**src/inc/svwdr_map.svh**
```systemverilog
// Constants for the supervisor watchdog reset block.
// Summary of operation
// - The manual reset input is filtered so lows under 1 ms never reset and lows over 20 ms always do.
// - Reset is raised when the gap between falling edges of the kick input exceeds the selected timeout.
// - The timeout select pin picks 150 ms when low, 600 ms when open and 1.2 s when high.
// - Kick pulses as narrow as 20 ns count as falling edges, and the processor makes them at least that wide.
// - After the supply recovers, reset stays asserted for the active time of 610 ms, within 250 to 1000 ms.
// - When the supply drops below threshold both reset outputs assert within 50 us.
// - The tolerance input picks the 5 percent threshold when low and the 10 percent threshold when high.
// - The high reset output asserts on undervoltage, manual reset, watchdog timeout or power-up.
// - The low reset output is always the exact complement of the high reset output.
// - The low reset output only ever pulls low and relies on an outside pull-up for its high level.
`ifndef SVWDR_MAP_SVH
`define SVWDR_MAP_SVH

`define SVWDR_CLK_HZ      50000000
`define SVWDR_CYC_PER_MS  (`SVWDR_CLK_HZ / 1000)
`define SVWDR_CYC_PER_US  (`SVWDR_CLK_HZ / 1000000)

`define SVWDR_DEBOUNCE_MS 10
`define SVWDR_DEBOUNCE_CYC (`SVWDR_DEBOUNCE_MS * `SVWDR_CYC_PER_MS)
`define SVWDR_ACTIVE_MS   610
`define SVWDR_ACTIVE_CYC  (`SVWDR_ACTIVE_MS * `SVWDR_CYC_PER_MS)
`define SVWDR_TO_LOW_MS   150
`define SVWDR_TO_LOW_CYC  (`SVWDR_TO_LOW_MS * `SVWDR_CYC_PER_MS)
`define SVWDR_TO_OPEN_MS  600
`define SVWDR_TO_OPEN_CYC (`SVWDR_TO_OPEN_MS * `SVWDR_CYC_PER_MS)
`define SVWDR_TO_HIGH_MS  1200
`define SVWDR_TO_HIGH_CYC (`SVWDR_TO_HIGH_MS * `SVWDR_CYC_PER_MS)
`define SVWDR_FAIL_US     50
`define SVWDR_FAIL_CYC    (`SVWDR_FAIL_US * `SVWDR_CYC_PER_US)

`define SVWDR_CNT_W       26
`define SVWDR_TSEL_LOW    2'h0
`define SVWDR_TSEL_OPEN   2'h1
`define SVWDR_TSEL_HIGH   2'h2
`define SVWDR_RST_OUT     1'h1
`define SVWDR_RST_N_OUT   1'h0
`define SVWDR_OE_OUT      1'h1

`endif

```
**src/inc/svwdr_pkg.sv**
```systemverilog
// Types shared by the supervisor watchdog reset block.
package svwdr_pkg;

	// Sequencer states: holding reset or running normally.
	typedef enum logic [0:0] {
		SVWDR_ST_HOLD = 1'b0,
		SVWDR_ST_RUN  = 1'b1
	} svwdr_state_type;

	// Reset causes gathered as one carrier.
	typedef struct packed {
		logic undervolt;
		logic manual;
		logic watchdog;
	} svwdr_cause_type;

endpackage : svwdr_pkg

```
**src/hw/svwdr_top.sv**
```systemverilog
// Supervisor logic: manual debounce, watchdog and reset sequencing.
`timescale 1ns/10ps
`include "svwdr_map.svh"

module svwdr_top
	import svwdr_pkg::*;
#(
	parameter int unsigned DEBOUNCE_CYC = `SVWDR_DEBOUNCE_CYC,
	parameter int unsigned ACTIVE_CYC   = `SVWDR_ACTIVE_CYC,
	parameter int unsigned TO_LOW_CYC   = `SVWDR_TO_LOW_CYC,
	parameter int unsigned TO_OPEN_CYC  = `SVWDR_TO_OPEN_CYC,
	parameter int unsigned TO_HIGH_CYC  = `SVWDR_TO_HIGH_CYC
) (
	input  wire logic       core_clk_i,       // System clock, 50 MHz.
	input  wire logic       rst_i,            // Async reset, high.
	input  wire logic       manual_reset_n_i, // Push-button, low.
	input  wire logic       kick_i,           // Watchdog kick.
	input  wire logic [1:0] timeout_select_i, // 0 low, 1 open, 2 high.
	input  wire logic       tolerance_i,      // 0 = 5 %, 1 = 10 %.
	input  wire logic       below_5pct_i,     // Supply under 5 % trip.
	input  wire logic       below_10pct_i,    // Supply under 10 % trip.
	output logic            reset_o,          // Reset, active high.
	output logic            reset_n_o,        // Drain pin level.
	output logic            reset_n_oe_o      // Drain pin pulls low.
);

	localparam int unsigned W = `SVWDR_CNT_W;

	svwdr_state_type state_q;
	svwdr_state_type state_d;
	svwdr_cause_type cause_w;
	logic [W-1:0]    man_cnt_q;
	logic [W-1:0]    man_cnt_d;
	logic [W-1:0]    wd_cnt_q;
	logic [W-1:0]    wd_cnt_d;
	logic [W-1:0]    hold_cnt_q;
	logic [W-1:0]    hold_cnt_d;
	logic [W-1:0]    wd_limit_w;
	logic            kick_prev_q;
	logic            kick_fall_w;
	logic            man_done_w;
	logic            wd_done_w;
	logic            hold_done_w;
	logic            cause_any_w;
	logic            reset_d;

	// Threshold chosen by the tolerance strap.
	assign cause_w.undervolt = tolerance_i ? below_10pct_i
		: below_5pct_i;

	// Manual debounce: the level must stay low for a full count.
	assign man_done_w = (man_cnt_q == W'(DEBOUNCE_CYC - 1));
	assign cause_w.manual = man_done_w && !manual_reset_n_i;
	assign man_cnt_d = manual_reset_n_i ? '0
		: (man_done_w ? man_cnt_q : man_cnt_q + 1'b1);

	// Falling edge of the kick; one low cycle is enough.
	assign kick_fall_w = kick_prev_q && !kick_i;

	// Timeout limit picked from the three-level select pin.
	assign wd_limit_w =
		(timeout_select_i == `SVWDR_TSEL_LOW)  ? W'(TO_LOW_CYC) :
		(timeout_select_i == `SVWDR_TSEL_OPEN) ? W'(TO_OPEN_CYC) :
		W'(TO_HIGH_CYC);

	// Timeout when the gap reaches the limit without an edge.
	assign wd_done_w = (state_q == SVWDR_ST_RUN) && !kick_fall_w
		&& (wd_cnt_q >= wd_limit_w - 1'b1);
	assign cause_w.watchdog = wd_done_w;

	assign cause_any_w = cause_w.undervolt || cause_w.manual
		|| cause_w.watchdog;

	// Restart the interval on each edge and outside normal run.
	assign wd_cnt_d = (state_q != SVWDR_ST_RUN || kick_fall_w)
		? '0 : wd_cnt_q + 1'b1;

	// Hold counter restarts while any cause persists.
	assign hold_done_w = (hold_cnt_q == W'(ACTIVE_CYC - 1));
	assign hold_cnt_d = (state_q != SVWDR_ST_HOLD || cause_any_w)
		? '0 : (hold_done_w ? hold_cnt_q : hold_cnt_q + 1'b1);

	// Reset sequencer.
	always_comb begin
		state_d = state_q;
		case (state_q)
			SVWDR_ST_HOLD: begin
				if (!cause_any_w && hold_done_w) begin
					state_d = SVWDR_ST_RUN;
				end
			end
			SVWDR_ST_RUN: begin
				if (cause_any_w) begin
					state_d = SVWDR_ST_HOLD;
				end
			end
			default: begin
				state_d = SVWDR_ST_HOLD;
			end
		endcase
	end

	// Reset asserts on the cycle after any cause appears.
	assign reset_d = (state_d == SVWDR_ST_HOLD);

	// Counters and edge history.
	always_ff @(posedge core_clk_i or posedge rst_i) begin
		if (rst_i) begin
			man_cnt_q   <= '0;
			wd_cnt_q    <= '0;
			hold_cnt_q  <= '0;
			kick_prev_q <= 1'b0;
		end else begin
			man_cnt_q   <= man_cnt_d;
			wd_cnt_q    <= wd_cnt_d;
			hold_cnt_q  <= hold_cnt_d;
			kick_prev_q <= kick_i;
		end
	end

	// State and outputs; reset release starts the power-up hold.
	always_ff @(posedge core_clk_i or posedge rst_i) begin
		if (rst_i) begin
			state_q      <= SVWDR_ST_HOLD;
			reset_o      <= `SVWDR_RST_OUT;
			reset_n_o    <= `SVWDR_RST_N_OUT;
			reset_n_oe_o <= `SVWDR_OE_OUT;
		end else begin
			state_q      <= state_d;
			reset_o      <= reset_d;
			reset_n_o    <= !reset_d;
			reset_n_oe_o <= reset_d;
		end
	end

	// Both reset outputs stay complementary.
	comp_outputs_a: assert property (
		@(posedge core_clk_i) disable iff (rst_i)
		reset_n_o == !reset_o)
		else $error("reset_n_o is not the complement of reset_o");

	// The drain pin is only enabled while pulling low.
	drain_only_a: assert property (
		@(posedge core_clk_i) disable iff (rst_i)
		reset_n_oe_o |-> (!reset_n_o && reset_o))
		else $error("drain pin driven while not pulling low");

	// Undervoltage reaches both outputs on the next edge.
	undervolt_fast_a: assert property (
		@(posedge core_clk_i) disable iff (rst_i)
		cause_w.undervolt |=> (reset_o && !reset_n_o && reset_n_oe_o))
		else $error("undervoltage did not assert reset in time");

	// The strap routes the matching comparator.
	tol_select_a: assert property (
		@(posedge core_clk_i) disable iff (rst_i)
		(tolerance_i && below_10pct_i) || (!tolerance_i && below_5pct_i)
		|=> reset_o)
		else $error("tolerance strap did not pick its threshold");

	// A manual low held through the debounce count resets.
	manual_hold_a: assert property (
		@(posedge core_clk_i) disable iff (rst_i)
		(!manual_reset_n_i && man_cnt_q == W'(DEBOUNCE_CYC - 2))
		##1 !manual_reset_n_i |=> reset_o)
		else $error("held manual reset did not assert reset");

	// A released manual input raises no cause and clears the count.
	manual_glitch_a: assert property (
		@(posedge core_clk_i) disable iff (rst_i)
		$rose(manual_reset_n_i) |-> !cause_w.manual
		##1 (man_cnt_q == '0))
		else $error("manual debounce count not cleared on release");

	// Reset only rises when a cause was present.
	rise_cause_a: assert property (
		@(posedge core_clk_i) disable iff (rst_i)
		$rose(reset_o) |-> $past(cause_any_w))
		else $error("reset rose without a cause");

	// Watchdog expiry in run state asserts reset.
	wd_timeout_a: assert property (
		@(posedge core_clk_i) disable iff (rst_i)
		(state_q == SVWDR_ST_RUN && !kick_fall_w
		&& wd_cnt_q == wd_limit_w - 1'b1) |=> reset_o)
		else $error("watchdog expiry did not assert reset");

	// The interval count never passes the selected limit.
	wd_bound_a: assert property (
		@(posedge core_clk_i) disable iff (rst_i)
		(state_q == SVWDR_ST_RUN) |-> (wd_cnt_q < wd_limit_w))
		else $error("watchdog count overran its limit");

	// The select pin maps to the three timeout lengths.
	sel_map_a: assert property (
		@(posedge core_clk_i) disable iff (rst_i)
		(timeout_select_i == `SVWDR_TSEL_LOW
			&& wd_limit_w == W'(TO_LOW_CYC))
		|| (timeout_select_i == `SVWDR_TSEL_OPEN
			&& wd_limit_w == W'(TO_OPEN_CYC))
		|| (timeout_select_i[1]
			&& wd_limit_w == W'(TO_HIGH_CYC)))
		else $error("timeout select mapped to the wrong limit");

	// A one-cycle kick low restarts the interval.
	kick_restart_a: assert property (
		@(posedge core_clk_i) disable iff (rst_i)
		(kick_i ##1 !kick_i) |=> wd_cnt_q == '0)
		else $error("narrow kick did not restart the interval");

	// Ending a reset pulse starts the interval from zero.
	end_restart_a: assert property (
		@(posedge core_clk_i) disable iff (rst_i)
		$fell(reset_o) |-> (wd_cnt_q == '0) ##1 (wd_cnt_q <= 'd1))
		else $error("interval not restarted after reset");

	// Reset only ends after a full quiet active time.
	hold_time_a: assert property (
		@(posedge core_clk_i) disable iff (rst_i)
		$fell(reset_o) |-> $past(hold_cnt_q) == W'(ACTIVE_CYC - 1)
		&& !$past(cause_any_w))
		else $error("reset released before the active time");

	// A persisting cause keeps the hold count at zero.
	hold_restart_a: assert property (
		@(posedge core_clk_i) disable iff (rst_i)
		(state_q == SVWDR_ST_HOLD && cause_any_w)
		|=> (hold_cnt_q == '0 && reset_o))
		else $error("hold count ran while a cause persisted");

	// The high reset output follows the hold state.
	state_out_a: assert property (
		@(posedge core_clk_i) disable iff (rst_i)
		reset_o == (state_q == SVWDR_ST_HOLD))
		else $error("reset output disagrees with the hold state");

	// With no cause the running state keeps reset released.
	run_quiet_a: assert property (
		@(posedge core_clk_i) disable iff (rst_i)
		(state_q == SVWDR_ST_RUN && !cause_any_w) |=> !reset_o)
		else $error("reset asserted without a cause");

	// A high manual input clears the debounce count.
	manual_clear_a: assert property (
		@(posedge core_clk_i) disable iff (rst_i)
		manual_reset_n_i |=> (man_cnt_q == '0))
		else $error("manual debounce count kept while released");

	// Each low sample before the end value advances the debounce count by one.
	manual_count_a: assert property (
		@(posedge core_clk_i) disable iff (rst_i)
		(!manual_reset_n_i && !man_done_w)
		|=> (man_cnt_q == $past(man_cnt_q) + 1'b1))
		else $error("manual debounce count did not advance");

	// Outside normal run the interval count rests at zero.
	wd_idle_a: assert property (
		@(posedge core_clk_i) disable iff (rst_i)
		(state_q != SVWDR_ST_RUN) |=> (wd_cnt_q == '0))
		else $error("interval count ran while reset was held");

	// Without an edge the interval count advances each cycle.
	wd_count_a: assert property (
		@(posedge core_clk_i) disable iff (rst_i)
		(state_q == SVWDR_ST_RUN && !kick_fall_w)
		|=> (wd_cnt_q == $past(wd_cnt_q) + 1'b1))
		else $error("interval count did not advance");

	// No watchdog cause appears before the selected limit.
	wd_early_a: assert property (
		@(posedge core_clk_i) disable iff (rst_i)
		(wd_cnt_q < wd_limit_w - 1'b1) |-> !cause_w.watchdog)
		else $error("watchdog fired before its limit");

	// A full quiet active time releases reset on the next edge.
	hold_release_a: assert property (
		@(posedge core_clk_i) disable iff (rst_i)
		(state_q == SVWDR_ST_HOLD && !cause_any_w && hold_done_w)
		|=> !reset_o)
		else $error("reset not released after the active time");

	// The active-time count never passes its end value.
	hold_limit_a: assert property (
		@(posedge core_clk_i) disable iff (rst_i)
		hold_cnt_q <= W'(ACTIVE_CYC - 1))
		else $error("active-time count overran its end value");

	// A released reset lets go of the drain pin.
	drain_off_a: assert property (
		@(posedge core_clk_i) disable iff (rst_i)
		!reset_o |-> (!reset_n_oe_o && reset_n_o))
		else $error("drain pin still pulled while released");

	// The comparator that the strap does not pick is ignored.
	tol_ignore_a: assert property (
		@(posedge core_clk_i) disable iff (rst_i)
		(state_q == SVWDR_ST_RUN && !cause_w.manual
		&& !cause_w.watchdog && (tolerance_i ? !below_10pct_i
		: !below_5pct_i))
		|=> !reset_o)
		else $error("unselected comparator raised reset");

	// Any cause asserts both outputs on the next edge.
	cause_out_a: assert property (
		@(posedge core_clk_i) disable iff (rst_i)
		cause_any_w |=> (reset_o && !reset_n_o && reset_n_oe_o))
		else $error("a cause did not assert both outputs");

endmodule : svwdr_top

```
**config.mk**
```make
export PLATFORM = sky130hd
export DESIGN_NAME = svwdr_top
export DESIGN_NICKNAME = d
export VERILOG_FILES = /design/src/inc/svwdr_pkg.sv /design/src/hw/svwdr_top.sv
export VERILOG_INCLUDE_DIRS = /design/src /design/src/inc
export SDC_FILE = /design/constraint.sdc
export NUM_CORES = 1
export LEC_CHECK = 0
export ABC_AREA = 1
export BUFFER_PORTS_ARGS = -buffer_cell sky130_fd_sc_hd__buf_4
export CAP_MARGIN = 30
export CORE_MARGIN = 2
export CORE_UTILIZATION = 50
export CTS_CLUSTER_SIZE = 16
export DETAILED_ROUTE_END_ITERATION = 10
export GPL_TIMING_DRIVEN = 0
export PLACE_DENSITY = 0.76
export SYNTH_ARGS = -nofsm -noshare
export SYNTH_HDL_FRONTEND = slang
export SYNTH_SLANG_ARGS = --single-unit
```
**constraint.sdc**
```tcl
create_clock -name core_clk_i -period 3.1 [get_ports core_clk_i]
set_clock_uncertainty 0.15 [all_clocks]
set_input_delay 0.62 -clock core_clk_i [delete_from_list [all_inputs] [get_ports core_clk_i]]
set_output_delay 0.62 -clock core_clk_i [all_outputs]
set_load 0.1 [all_outputs]
```
### After elaboration in Yosys (flattened, before gate mapping)

Index checks and enable logic that the tools add are counted.

* bits of input ports: 9
* register bits: 81

* add/subtract/negate cells: 4
* bitwise logic cells: 2
* $lt $le $gt $ge: 1
* eq/ne operators: 5
* reductions and logical operators: 14
* mux-type cells: 11

Operators with widths (count)
* 26-bit 2-to-1 mux: 7
* 26-bit by 1-bit adder with 26-bit output (second input constant): 3
* 26-bit by 19-bit == test with 1-bit output (second input constant): 1
* 26-bit by 25-bit == test with 1-bit output (second input constant): 1
* 26-bit greater-or-equal comparator: 1
* 26-bit by 1-bit subtractor with 26-bit output (second input constant): 1
* 1-bit logical AND: 5
* 1-bit zero test: 4
* 1-bit logical OR: 4
* 1-bit 2-to-1 mux: 3
* 2-bit by 1-bit == test with 1-bit output (second input constant): 1
* 2-bit zero test: 1
* 2-bit by 1-bit != test with 1-bit output (second input constant): 1
* 2-bit != test (second input constant): 1
* 1-bit inverter: 2
* 1-bit case mux with 2 select lines: 1

### Logic depth before layout (Yosys ltp)

* depth after elaboration: 12
* mapped depth: 14
* gate-level depth less buffers: 14

### Worst setup path after synthesis

Ideal clock, no wire load.

* path kind: input port to flip-flop
* start: input port timeout_select_i[0]
* end: register state_q
* arrival time: 1845 ps
* data required time: 2820 ps
* path buffers: 0
* setup slack: 976 ps
* stages: 10
* cell sequence: nor2_1 inv_1 ha_1 nand2_1 nor2_1 nand4_1 nor2_1 nand2_1 nand3_1 a21oi_1

* word-level cells in the longest chain between the ends: 11
* elaborated cells on any way between the ends: 13
* those cells by class: 1 x add/sub; 1 x order compare; 1 x eq/ne; 5 x mux; 5 x reduce/logical

RTL lines
* start: declaration: RTL line svwdr_top.sv:18 `input wire logic [1:0] timeout_select_i,`
* 2-bit by 1-bit == test with 1-bit output (no line)
* 26-bit 2-to-1 mux: RTL line svwdr_top.sv:63 `` (timeout_select_i == `SVWDR_TSEL_OPEN) ? W'(TO_OPEN_CYC) : ``
* 26-bit 2-to-1 mux (*): RTL line svwdr_top.sv:62 `` (timeout_select_i == `SVWDR_TSEL_LOW) ? W'(TO_LOW_CYC) : ``
* 26-bit by 1-bit subtractor with 26-bit output (*): RTL line svwdr_top.sv:68 `&& (wd_cnt_q >= wd_limit_w - 1'b1);`
* 26-bit greater-or-equal comparator (*): RTL line svwdr_top.sv:68
* 1-bit logical AND (*): RTL line svwdr_top.sv:68
* 1-bit logical OR (*): RTL line svwdr_top.sv:72 `|| cause_w.watchdog;`
* 1-bit zero test: RTL line svwdr_top.sv:88 `if (!cause_any_w && hold_done_w) begin`
* 1-bit logical AND: RTL line svwdr_top.sv:88
* 1-bit 2-to-1 mux: RTL line svwdr_top.sv:88
* 1-bit case mux with 2 select lines (*): RTL line svwdr_top.sv:86 `case (state_q)`
* net state_d: RTL line svwdr_top.sv:30 `svwdr_state_type state_d;`
* end signal: assignment: RTL line svwdr_top.sv:129 `state_q <= state_d;`
* end: declaration: RTL line svwdr_top.sv:29 `svwdr_state_type state_q;`

The timed path passes the listed nets; every way through them passes the cells marked *.
A chain may end at the register's enable or synchronous reset.

### Final worst setup path

* start: input port timeout_select_i[1]
* end: register state_q

Same word-level chain as after synthesis.

==> out/results.txt <==
Status - completed
Die height - 107 µm
Vias per cell - 5.24
Total core area - 10,300 µm²
Mapped cell area - 5280 µm²
Crit end category - flop
Met3 Resource Use GR - 3.04%
Global route overflow - 0
Placement Cell Area - 5570 µm²
Io pins - 12
Sequential fraction of design power - 49.2%
Final Instance Area - 5820 µm²
Routed WL per cell - 13.8 µm
CTS Buffer Depth - 2
Hold Buf Count CTS - 0
Ratio of final minimum period to clock period - 78.8%
Overall global routing resource usage - 23.5%
FF+latch count, synth - 81
Full die area - 11,400 µm²
Most frequent CP cell - nor2_1
Final Core Density - 56.7%
Final RePlAce weighted congestion - 0.959
Synthesized-area fraction occupied by adder cells - 5.21%
Largest stage delay on the critical path - 0.52 ns
Asr flop ratio synth - 100%
Hold Path Class - input port to asynchronous set/reset pin
Worst setup margin - 0.658 ns
Multiplexer area fraction after synthesis - 0.190%
Worst Tran Pin Value - 0.667 ns
Number of global-route vias before repair - 4,596
Global route hottest layer - met2
Final Critical Period - 2.44 ns
Pre-CTS WS - 0.309 ns
Syn_area_per_cell - 7.10 µm²
Total iterations of the first detailed-routing run - 5
F_max - 409 MHz
Crit path launch type - input port
Die X - 107 µm
Worst-skew pair later-pin latency - 0.36 ns
CTS clock-pin slew for the worst setup and hold paths - 0.09 ns
Max_slew headroom - 55.4%
CP Class - input port to flop
Initial DRC count - 284
Simple-Gate Fraction of Synth Area - 35.3%
Final antenna diode count - 0
CTS H-tree lvls - 3
CTS tree - built
Worst Path Required - 3.19 ns
Worst path slowest cell - nor2_1
Met1 Track Usage GR - 31.9%
Leakage Power - 2.56 nW
Net Sw Frac - 21.5%
Post-cts resize count - 0
Synth top area cells - dfrtp_1 (38%), nand2_1 (12%), nor2_1 (12%)
CP Data Arrival Time - 2.53 ns
CTS Sinks - 81
Top delay family on crit path - simple AND/OR/NAND/NOR gates
Total Power - 2.18 mW
Initial antenna violation count - 0
Syn Inst Count - 744
Seq/Total Area, Yosys - 38.4%
Clk Tree Root Cell - clkbuf_8
WP buf/inv - 2
Num rows - 37
Setup TNS - 0 ns
Antenna-violating nets left - 0
Post-synth cell types - 34
Largest family of logic cells by synthesized area - simple AND/OR/NAND/NOR gates
Slew Viols, Final - 0
Post-synth top flop - dfrtp_1
Unrepaired setup endpoints after global routing - no
Complex-gate fraction of the synthesized area - 5.76%
EDFF count, synth - 0
Post-DP HPWL - 9.84 mm
Hold Fails Final Rpt - 0
Largest net degree at the start of global routing - 68
Port buffer count - 11
Area Growth Syn to Fin - 10.3%
Finish-stage setup viols - 0
Layout cell share with drive strength beyond 1 - 5.82%
Setup bufs post-CTS - 0
Num CTS Buffers - 9
Fin nets - 799
Drt drc - 0
Comb power frac - 4.8%
Final WL - 12.6 mm
Post-synth top cells - nand2_1 (170), nor2_1 (165), inv_1 (93), dfrtp_1 (80)
Crit-path cells - buf_4 > nor2_1 > inv_1 > ha_1 > nand2_1 > nor2_1 > nand4_1 > nor2_1 > nand2_1 > nand3_1 > a21oi_1
First-pass GRT wire length - 21.2 mm
YS warnings - 0
Via count - 4,763
Post-Synth XOR/XNOR Area - 7.13%
Pint - 1.71 mW
Starting Density - 51.4%
Met2 Use GR - 37.9%
VDD IR max - 0.269 mV
Net Sw Power - 0.468 mW
Clock share of power - 46.1%
MaxCap Viol Count - 0
Critical path peak fanout - 7
Yosys top cell area share - 37.9%
Most common cell in the netlist - nand2_1
Cell taking the most area after synthesis - dfrtp_1
Pwr dens - 374 nW/µm²
[worst register-to-register path, cell delays in order (launching register included)]
cell and delay, ns:
dfrtp_1 0.40, ha_1 0.21, nand2_1 0.10, nor2_2 0.29, inv_1 0.13, nor2_1 0.21
nand2_1 0.16, nand2_1 0.09, nand3_1 0.12, a21oi_1 0.16
[power by group through the flow]
stage | clock network, mW | logic, mW | registers [mW]
2_1_floorplan | 0 | 0.0671 | 1.09
3_3_place_gp | 0 | 0.0964 | 1.09
3_5_place_dp | 0 | 0.106 | 1.09
4_1_cts | 1.02 | 0.107 | 1.07
5_1_grt | 1.07 | 0.118 | 1.07
6_report | 1.00 | 0.104 | 1.07
[cell usage in the layout, fill, tap and decap left out, types with 9 or more instances in the layout]
cell type,count
nand2_1,170
nor2_1,165
inv_1,92
dfrtp_1,80
nand3_1,33
xor2_1,33
nor3_1,30
a21oi_1,27
ha_1,22
nand4_1,20
o21ai_0,20
buf_4,13
xnor2_1,10
clkbuf_8,9
[routing by layer]
| layer | up-vias | part of all wire, % |
|---|---|---|
| met2 | 136 | 47 |
| met4 | 0 | 2.6 |
| met3 | 26 | 5.0 |
| li1 | 2414 | - |
| met5 | - | 0 |
| met1 | 2187 | 46 |
[kinds of logic after synthesis]
| group | Yosys count |
|---|---|
| buf+inv | 103 |
| compound gates | 57 |
| other cells | 1 |
| xor+xnor | 43 |
| simple gates | 436 |
| mux | 1 |
| flops | 81 |
| fa+ha+maj | 22 |
[sequential cells by signal, indices dropped and copies added (netlist names)]
register	count
state_q	1
reset_n_oe_o	1
man_cnt_q	26
wd_cnt_q	26
kick_prev_q	1
hold_cnt_q	26
[through the flow]
step,hold slack (ns),instances
floorplan,0.325,745
global placement,0.362,892
detailed placement,0.366,893
CTS,0.0297,909
global route,0.0385,909
finish,0.0301,909
[final cells by class]
class,instances,area (µm²)
Fill cell,980,4450
Multi-Input combinational cell,561,2840
Sequential cell,81,2030
Inverter,94,355
Tap cell,136,170
Clock inverter,6,130
Clock buffer,10,128
Timing Repair Buffer,12,110
Buffer,9,65.1
[worst paths after layout]
path	slack (ns)	depth (start not counted)	to	from
setup / recovery	0.66	11	state_q$_DFF_PP0_	timeout_select_i[1]
hold / removal	0.03	2	hold_cnt_q[25]$_DFFE_PP0P_	rst_i
setup reg to reg	1.01	9	state_q$_DFF_PP0_	hold_cnt_q[0]$_DFFE_PP0P_
hold reg to reg	0.37	1	wd_cnt_q[0]$_DFF_PP0_	wd_cnt_q[0]$_DFF_PP0_
max in group asynchronous	2.15	3	reset_n_oe_o$_DFF_PP1_	rst_i
min in group core_clk_i	0.23	1	kick_prev_q$_DFF_PP0_	kick_i
Power figures use the tool's default switching activity.
